<file path="config.mk">
export PLATFORM = sky130hd
export DESIGN_NAME = chsel_top
export DESIGN_NICKNAME = d
export VERILOG_FILES = /design/src/hdl/chsel_rise_det.v /design/src/hdl/chsel_top.v
export VERILOG_INCLUDE_DIRS = /design/src /design/src/hdl
export SDC_FILE = /design/constraint.sdc
export NUM_CORES = 1
export LEC_CHECK = 0
export ABC_CLOCK_PERIOD_IN_PS = 2200
export BUFFER_PORTS_ARGS = -buffer_cell sky130_fd_sc_hd__buf_2
export CORE_MARGIN = 2
export CORE_UTILIZATION = 25
export CTS_BUF_LIST = sky130_fd_sc_hd__clkbuf_2
export DETAILED_ROUTE_END_ITERATION = 8
export GPL_ROUTABILITY_DRIVEN = 0
export PLACE_DENSITY = 0.51
export SYNTH_ARGS = -nofsm -noshare
export SYNTH_HDL_FRONTEND = slang
export SYNTH_HIERARCHICAL = 1
export SYNTH_SLANG_ARGS = --single-unit
</file>
<file path="constraint.sdc">
create_clock -name clk -period 2.2 [get_ports clk]
set_input_delay 0.44 -clock clk [delete_from_list [all_inputs] [get_ports clk]]
set_output_delay 0.44 -clock clk [all_outputs]
set_load 0.01 [all_outputs]
</file>
<file path="src/hdl/chsel_defs.vh">
/*
 * Constants for the channel sequence select block: register offsets,
 * field positions, reset values and conversion timing.
 * Assumes inclusion by bare name from the design and checker files.
 */
`ifndef CHSEL_DEFS_VH
`define CHSEL_DEFS_VH

// ----------------------------------------------------------------------
// Register map (byte offsets)
// ----------------------------------------------------------------------
`define CHSEL_ADDR_W            4
`define CHSEL_DATA_W            16
`define CHSEL_OFF_CHSEL         4'h0
`define CHSEL_OFF_STATUS        4'h4
`define CHSEL_CHSEL_RST         4'h0

// ----------------------------------------------------------------------
// Status register fields
// ----------------------------------------------------------------------
`define CHSEL_STAT_SET_LSB      0
`define CHSEL_STAT_SWMODE_BIT   4
`define CHSEL_STAT_EXTCLK_BIT   5
`define CHSEL_STAT_BUSY_BIT     6
`define CHSEL_STAT_HOLD_BIT     7
`define CHSEL_STAT_STANDBY_N_BIT     8
`define CHSEL_STAT_ACT_LSB      12

// ----------------------------------------------------------------------
// Timing
// ----------------------------------------------------------------------
`define CHSEL_NUM_CH            4
`define CHSEL_CLK_MHZ           20
`define CHSEL_CONV_TIME_NS      2400
`define CHSEL_EXT_CLKS_PER_CONV 16
`define CHSEL_CNT_W             8

`endif

</file>
<file path="src/hdl/chsel_rise_det.v">
/*
 * Rising edge detector for one synchronous input.
 * Assumes the input already changes in step with clk.
 */
`timescale 1ns/10ps
module chsel_rise_det #(
    parameter RST_VAL = 1'b1
) (
    input  wire clk,
    input  wire arst_n,
    input  wire level_in,
    output wire rise
);
    reg prev_q;

    // ------------------------------------------------------------------
    // Previous level
    // ------------------------------------------------------------------
    // Reset high so a pin already high at release is no edge
    always @(posedge clk or negedge arst_n) begin
        if (!arst_n) begin
            prev_q <= RST_VAL;
        end else begin
            prev_q <= level_in;
        end
    end

    assign rise = level_in & ~prev_q;
endmodule // chsel_rise_det

</file>
<file path="src/hdl/chsel_top.v">
/*
 * Channel sequence select and conversion sequencer for a four channel
 * simultaneous sampling converter: hardware or software channel set,
 * internal or external conversion clock, standby, channel select register.
 * Assumes all pins are synchronous to clk; the converter core itself,
 * readout path and analog parts are outside.
 */
// Contract
// - In hardware mode the shared clock-input pin is the channel 1 include select.
// - The channel selects are captured at the convert-start rising edge and used for that sequence.
// - In software mode the clock-source pin picks internal (0) or external (1) conversion clock.
// - In hardware mode the shared clock-source pin is the channel 2 include select.
// - In software mode the hardware select pins have no effect.
// - In hardware mode two dedicated pins select channels 3 and 4.
// - A hardware select pin at 1 includes its channel and at 0 excludes it.
// - Mode 0 takes the set from the four pins and always converts on the internal clock.
// - Mode 1 takes the set from the channel select register with internal or external clock.
// - Standby input high is normal operation and low puts the device in standby.
// - A convert-start rising edge holds all four track/holds and starts the selected conversions.
// - A write strobe rising edge with chip select low and read high latches the four low data lines.
// - Register bit 0 enables channel 1 up to bit 3 which enables channel 4.
// - With the external clock each channel conversion takes sixteen of its cycles.
`timescale 1ns/10ps
`include "chsel_defs.vh"

module chsel_top #(
    parameter NUM_CH  = `CHSEL_NUM_CH,
    parameter CLK_MHZ = `CHSEL_CLK_MHZ
) (
    input  wire                        clk,
    input  wire                        arst_n,
    // Control pins
    input  wire                        sw_mode_sel,
    input  wire                        chan1_include_pin,
    input  wire                        clock_source_select,
    input  wire                        chan3_include_pin,
    input  wire                        chan4_include_pin,
    input  wire                        convert_start_n,
    input  wire                        standby_n,
    // Parallel write port
    input  wire                        cs_n,
    input  wire                        rd_n,
    input  wire                        wr_n,
    input  wire                        data_bit_lowest,
    input  wire                        data_bit_second,
    input  wire                        data_bit_third,
    input  wire                        data_bit_fourth,
    // Register port
    input  wire [`CHSEL_ADDR_W-1:0]    reg_addr,
    input  wire [`CHSEL_DATA_W-1:0]    reg_wdata,
    input  wire                        reg_wr,
    input  wire                        reg_rd,
    output reg  [`CHSEL_DATA_W-1:0]    reg_rdata_q,
    // Sequencer outputs
    output reg                         track_hold_q,
    output reg                         busy_q,
    output reg                         conv_done_q,
    output reg  [NUM_CH-1:0]           active_chan_q,
    output reg  [NUM_CH-1:0]           seq_set_q,
    output reg                         sw_mode_q,
    output reg                         ext_clk_q,
    output reg                         standby_q
);

    // ------------------------------------------------------------------
    // Timing constants
    // ------------------------------------------------------------------
    // Least time rounds up to whole cycles
    localparam integer INT_CYCLES_I = (`CHSEL_CONV_TIME_NS * CLK_MHZ + 999) / 1000;
    localparam integer INT_LAST_I   = INT_CYCLES_I - 1;
    localparam integer EXT_LAST_I   = `CHSEL_EXT_CLKS_PER_CONV - 1;
    // Counter holds both end counts; upper bits cut on purpose
    localparam [`CHSEL_CNT_W-1:0] INT_LAST = INT_LAST_I[`CHSEL_CNT_W-1:0];
    localparam [`CHSEL_CNT_W-1:0] EXT_LAST = EXT_LAST_I[`CHSEL_CNT_W-1:0];

    // ------------------------------------------------------------------
    // States
    // ------------------------------------------------------------------
    localparam [1:0] ST_IDLE = 2'b01;
    localparam [1:0] ST_CONV = 2'b10;

    reg  [1:0]                state_q;
    reg  [NUM_CH-1:0]         remain_q;
    reg  [`CHSEL_CNT_W-1:0]   cnt_q;
    reg  [NUM_CH-1:0]         chsel_q;

    wire                      start_rise;
    wire                      wr_rise;
    wire                      ext_rise;
    wire [NUM_CH-1:0]         hw_set;
    wire [NUM_CH-1:0]         start_set;
    wire [NUM_CH-1:0]         remain_next;
    wire [NUM_CH-1:0]         pin_data;
    wire                      tick;
    wire [`CHSEL_CNT_W-1:0]   cnt_last;
    wire                      start_ok;
    wire                      bus_wr;
    wire                      pin_wr;
    reg  [`CHSEL_DATA_W-1:0]  status_word;
    reg  [`CHSEL_DATA_W-1:0]  rdata_d;

    function [NUM_CH-1:0] lowest_bit;
        input [NUM_CH-1:0] m;
        begin
            lowest_bit = m & (~m + {{(NUM_CH-1){1'b0}}, 1'b1});
        end
    endfunction

    // ------------------------------------------------------------------
    // Edge detection
    // ------------------------------------------------------------------
    chsel_rise_det #(
        .RST_VAL  (1'b1)
    ) u_start_det (
        .clk      (clk),
        .arst_n   (arst_n),
        .level_in (convert_start_n),
        .rise     (start_rise)
    );

    chsel_rise_det #(
        .RST_VAL  (1'b1)
    ) u_wr_det (
        .clk      (clk),
        .arst_n   (arst_n),
        .level_in (wr_n),
        .rise     (wr_rise)
    );

    // External clock shares the channel 1 pin
    chsel_rise_det #(
        .RST_VAL  (1'b1)
    ) u_ext_det (
        .clk      (clk),
        .arst_n   (arst_n),
        .level_in (chan1_include_pin),
        .rise     (ext_rise)
    );

    // ------------------------------------------------------------------
    // Selection sources
    // ------------------------------------------------------------------
    // Pin order gives channel 1 in bit 0
    assign hw_set = {chan4_include_pin,
                     chan3_include_pin,
                     clock_source_select,
                     chan1_include_pin};

    // Select pins ignored for the set in software mode
    assign start_set = sw_mode_sel ? chsel_q : hw_set;

    assign pin_data = {data_bit_fourth, data_bit_third,
                       data_bit_second, data_bit_lowest};

    // ------------------------------------------------------------------
    // Write and start decode
    // ------------------------------------------------------------------
    assign bus_wr   = reg_wr & (reg_addr == `CHSEL_OFF_CHSEL);
    // Read high keeps a read cycle from loading stray data
    assign pin_wr   = wr_rise & ~cs_n & rd_n;
    assign start_ok = start_rise & standby_n;

    // ------------------------------------------------------------------
    // Channel select register
    // ------------------------------------------------------------------
    // Bus write wins over a pin write in the same cycle
    always @(posedge clk or negedge arst_n) begin
        if (!arst_n) begin
            chsel_q <= `CHSEL_CHSEL_RST;
        end else if (bus_wr) begin
            chsel_q <= reg_wdata[NUM_CH-1:0];
        end else if (pin_wr) begin
            chsel_q <= pin_data;
        end
    end

    // ------------------------------------------------------------------
    // Status word
    // ------------------------------------------------------------------
    always @* begin
        status_word                                = {`CHSEL_DATA_W{1'b0}};
        status_word[`CHSEL_STAT_SET_LSB +: NUM_CH] = seq_set_q;
        status_word[`CHSEL_STAT_SWMODE_BIT]        = sw_mode_q;
        status_word[`CHSEL_STAT_EXTCLK_BIT]        = ext_clk_q;
        status_word[`CHSEL_STAT_BUSY_BIT]          = busy_q;
        status_word[`CHSEL_STAT_HOLD_BIT]          = track_hold_q;
        status_word[`CHSEL_STAT_STANDBY_N_BIT]          = standby_q;
        status_word[`CHSEL_STAT_ACT_LSB +: NUM_CH] = active_chan_q;
    end

    // ------------------------------------------------------------------
    // Register read port
    // ------------------------------------------------------------------
    // Data stands one cycle only, zero otherwise
    always @* begin
        rdata_d = {`CHSEL_DATA_W{1'b0}};
        if (reg_rd) begin
            case (reg_addr)
                `CHSEL_OFF_CHSEL: begin
                    rdata_d[NUM_CH-1:0] = chsel_q;
                end
                `CHSEL_OFF_STATUS: begin
                    rdata_d = status_word;
                end
                default: begin
                    rdata_d = {`CHSEL_DATA_W{1'b0}};
                end
            endcase
        end
    end

    always @(posedge clk or negedge arst_n) begin
        if (!arst_n) begin
            reg_rdata_q <= {`CHSEL_DATA_W{1'b0}};
        end else begin
            reg_rdata_q <= rdata_d;
        end
    end

    // ------------------------------------------------------------------
    // Standby
    // ------------------------------------------------------------------
    always @(posedge clk or negedge arst_n) begin
        if (!arst_n) begin
            standby_q <= 1'b0;
        end else begin
            standby_q <= ~standby_n;
        end
    end

    // ------------------------------------------------------------------
    // Conversion timing
    // ------------------------------------------------------------------
    // External clock counted by its rising edges on the shared pin
    assign tick     = ext_clk_q ? ext_rise : 1'b1;
    assign cnt_last = ext_clk_q ? EXT_LAST : INT_LAST;
    assign remain_next = remain_q & ~active_chan_q;

    // ------------------------------------------------------------------
    // Sequencer
    // ------------------------------------------------------------------
    always @(posedge clk or negedge arst_n) begin
        if (!arst_n) begin
            state_q       <= ST_IDLE;
            remain_q      <= {NUM_CH{1'b0}};
            cnt_q         <= {`CHSEL_CNT_W{1'b0}};
            track_hold_q  <= 1'b0;
            busy_q        <= 1'b0;
            conv_done_q   <= 1'b0;
            active_chan_q <= {NUM_CH{1'b0}};
            seq_set_q     <= {NUM_CH{1'b0}};
            sw_mode_q     <= 1'b0;
            ext_clk_q     <= 1'b0;
        end else begin
            conv_done_q <= 1'b0;
            case (state_q)
                ST_IDLE: begin
                    // Mode, set and clock source frozen together
                    if (start_ok) begin
                        sw_mode_q <= sw_mode_sel;
                        seq_set_q <= start_set;
                        ext_clk_q <= sw_mode_sel & clock_source_select;
                        cnt_q     <= {`CHSEL_CNT_W{1'b0}};
                        if (start_set != {NUM_CH{1'b0}}) begin
                            track_hold_q  <= 1'b1;
                            busy_q        <= 1'b1;
                            remain_q      <= start_set;
                            active_chan_q <= lowest_bit(start_set);
                            state_q       <= ST_CONV;
                        end
                    end
                end
                ST_CONV: begin
                    if (!standby_n) begin
                        // Standby aborts the sequence in flight
                        track_hold_q  <= 1'b0;
                        busy_q        <= 1'b0;
                        remain_q      <= {NUM_CH{1'b0}};
                        active_chan_q <= {NUM_CH{1'b0}};
                        state_q       <= ST_IDLE;
                    end else if (tick) begin
                        if (cnt_q == cnt_last) begin
                            cnt_q       <= {`CHSEL_CNT_W{1'b0}};
                            conv_done_q <= 1'b1;
                            remain_q    <= remain_next;
                            if (remain_next == {NUM_CH{1'b0}}) begin
                                track_hold_q  <= 1'b0;
                                busy_q        <= 1'b0;
                                active_chan_q <= {NUM_CH{1'b0}};
                                state_q       <= ST_IDLE;
                            end else begin
                                active_chan_q <= lowest_bit(remain_next);
                            end
                        end else begin
                            cnt_q <= cnt_q + {{(`CHSEL_CNT_W-1){1'b0}}, 1'b1};
                        end
                    end
                end
                default: begin
                    state_q <= ST_IDLE;
                end
            endcase
        end
    end
endmodule // chsel_top

</file>
==> run summary <==
wire per inst: 13.16 µm
I/O pin count: 68
slowest stage delay, CP: 600 ps
fraction of registers with async set/reset: 100.0%
min Tclk post-route: 1911 ps
drt first pass iters: 4
Worst Skew: 13.36 ps
H-tree levels: 2
largest net degree at the start of global routing: 47
Vert. Die Dim: 97.91 µm
Arrival @ worst endpoint: 2230 ps
Placement Cell Area: 0.002589 mm²
uppermost layer routed: met4
Slew headroom: 60.96%
HPWL after DPL: 3.644 mm
Initial Util: 25.53%
flop2flop setup slack: 290 ps
Max Slew Vio Count: 0
Remaining DRCs: 0
number of I/O port buffers: 52
FILL cells: 905
# Max-Cap Violations: 0
Main synth FF type: dfrtp_1
#FFs+latches synth: 46
final period utilization: 86.84%
worst hold slack: 72.28 ps
final hold vios: 0
grt ovf: 0
final setup vio count: 0
multi-input logic area: 980.9 µm²
CTS tree: done
diodes inserted: 0
number of flops mapped to enable cells by yosys: 0
crit path cell chain: and3b_1 -> a22oi_1 -> o21ai_2 -> a21oi_4 -> mux2_2
DR WL met2: 2.123 mm
Max Buffers Root-to-Sink: 2
post-synthesis compound-gate area fraction: 10.22%
Num CTS Buffers: 5
library cells used by synthesis: 44
fin area: 0.002625 mm²
area taken by flip-flops and latches: 0.001156 mm²
WL met1: 2.461 mm
first-pass GRT wire length: 8.142 mm
area grow syn2layout: 19.07%
RSZ-0062 raised after global routing: no
CTS Root Cell: clkbuf_2
initial antenna violation count: 0
Synth Instances: 201
hold buffers post-CTS: 0
Fmax achieved: 523.4 MHz
Synth Area in Adders: 0.5675%
critical path capture point type: flip-flop
CP max stage cell: dfstp_2
Syn Area/Cell: 10.97 µm²
std cell rows: 34
yosys warns: 6
Slew @ Worst Pin: 585.6 ps
initial DRC count: 28
Worst Path Required: 2510 ps
sequential-to-total area share from yosys stat: 52.44%
setup bufs post-CTS: 0
slack of the critical path: 289.4 ps
layout cell share with drive strength beyond 1: 33.20%
Setup WS pre-CTS: 277.6 ps
Routed WL: 4.830 mm
routed wl met3: 201 µm
setup TNS: 0 ps
final net count: 297
most frequent cells in the layout: buf_2 (52), dfrtp_1 (42), nand2_1 (16), nor2_1 (16), and2_1 (10)
synthesized area: 0.002205 mm²
Post-Synth Simple-Gate Area: 20.49%
peak supply drop: 0.2786 mV
die area: 0.009585 mm²
Cell Pwr Density: 976.4 mW/mm²
Core ar.: 0.008636 mm²
type of the worst setup path: flip-flop to flip-flop
DIE WIDTH: 97.91 µm
vias in the first global route: 1666
Clock Sinks: 46
commonest non-fill, non-tap cell in the layout: buf_2
vias per inst: 4.422
Post-DRT Antenna Nets: 0
Worst-path clk slew: 230 ps
Post-Synth XOR/XNOR Area: 2.781%
Via Count: 1623
status: completed
Startpoint Class: flip-flop
Skew-Pair Late Insertion Delay: 410 ps
final core occ: 30.40%
Global Route Usage Sum: 10.46%
worst hold path class: primary input to async pin
post_cts resized: 0
largest family of logic cells by synthesized area: simple AND/OR/NAND/NOR gates
mux cell area share after synthesis: 9.932%
LEAKAGE: 1.336 nW
worst-path fanout max: 8
-- metrics by stage --
stage | cells | power [mW]
final | 367 | 2.563
after global routing | 367 | 2.789
after global placement | 359 | 2.261
after floorplan | 203 | 1.928
after detailed placement | 359 | 2.269
after CTS | 367 | 2.610
-- cells in the mapped netlist, types with 2 or more instances --
| cell type | count | area [µm²] |
|---|---|---|
| nand2_1 | 16 | 60.06 |
| clkbuf_1 | 4 | 15.01 |
| a21oi_1 | 9 | 45.04 |
| nand4_1 | 4 | 25.02 |
| xor2_1 | 7 | 61.31 |
| nor3b_1 | 2 | 15.01 |
| nand3_1 | 6 | 30.03 |
| mux2i_2 | 2 | 27.53 |
| nor2b_1 | 3 | 18.77 |
| nor2_1 | 16 | 60.06 |
| nor3_1 | 2 | 10.01 |
| nand3b_1 | 3 | 22.52 |
| mux2i_1 | 9 | 90.09 |
| nor2b_4 | 3 | 41.29 |
| buf_4 | 5 | 37.54 |
| and3_1 | 5 | 31.28 |
| inv_1 | 3 | 11.26 |
| o21ai_0 | 7 | 35.03 |
| a211oi_1 | 2 | 15.01 |
| o32ai_1 | 2 | 17.52 |
| and2_1 | 10 | 62.56 |
| dfrtp_1 | 42 | 1051 |
| mux2_2 | 9 | 101.4 |
| nand2b_1 | 7 | 43.79 |
| dfstp_2 | 4 | 105.1 |
-- final timing paths --
path	from	endpoint	cells past startpoint
worst max-delay path	state_q[0]$_DFFE_PN1P_	remain_q[1]$_DFFE_PN0P_	5
worst min-delay path	arst_n	remain_q[2]$_DFFE_PN0P_	2
worst max register to register	state_q[0]$_DFFE_PN1P_	remain_q[1]$_DFFE_PN0P_	5
worst min register to register	standby_q$_DFF_PN0_	reg_rdata_q[8]$_DFF_PN0_	1
max in group asynchronous	arst_n	seq_set_q[3]$_DFFE_PN0P_	2
min in group clk	convert_start_n	u_start_det/prev_q$_DFF_PN1_	1
-- routing by layer --
metal	global-route usage (%)	vias to the layer above
li1	-	808
met5	0	-
met2	16.17	31
met1	14.43	782
met3	2.720	2
met4	3.205	0
-- cells by family after synthesis --
logic type                 count (synthesis)
and+or+nand+nor                           81
DFF                                       46
AOI/OAI and AO/OA                         32
muxes                                     20
buffers and inverters                     13
xor gates and xnor gates                   7
adders and majority gates                  1
other                                      1
-- state kept, by name (all words and copies together) (netlist names) --
name	flops
conv_done_q	1
state_q	2
seq_set_q	4
u_ext_det/prev_q	1
cnt_q	8
active_chan_q	4
sw_mode_q	1
chsel_q	4
u_wr_det/prev_q	1
standby_q	1
ext_clk_q	1
reg_rdata_q	12
remain_q	4
busy_q	1
u_start_det/prev_q	1
-- area by class of cell --
cell class	instances	share of cell area (%)
well taps	108	5.148
clock buffers	5	0.9533
multi-input cells	144	37.37
repair buffers	58	11.63
flip-flops and latches	46	44.04
clock inverters	3	0.4290
inverters	3	0.4290
-- critical path, delay by kind of cell (launching register included) --
kind / cells / cell delay [ps]
AO/OA/AOI/OAI: 3 / 620
flip-flops: 1 / 600
multiplexers: 1 / 370
AND/OR/NAND/NOR: 1 / 210
-- report_power, final --
part           total [mW]  switching (mW)  internal, mW
Clock               0.332           0.264        0.0681
Combinational        1.01           0.535         0.473
Sequential           1.22           0.168          1.05
Total                2.56           0.967          1.60
Note: power is estimated with default switching activity, not from simulation.
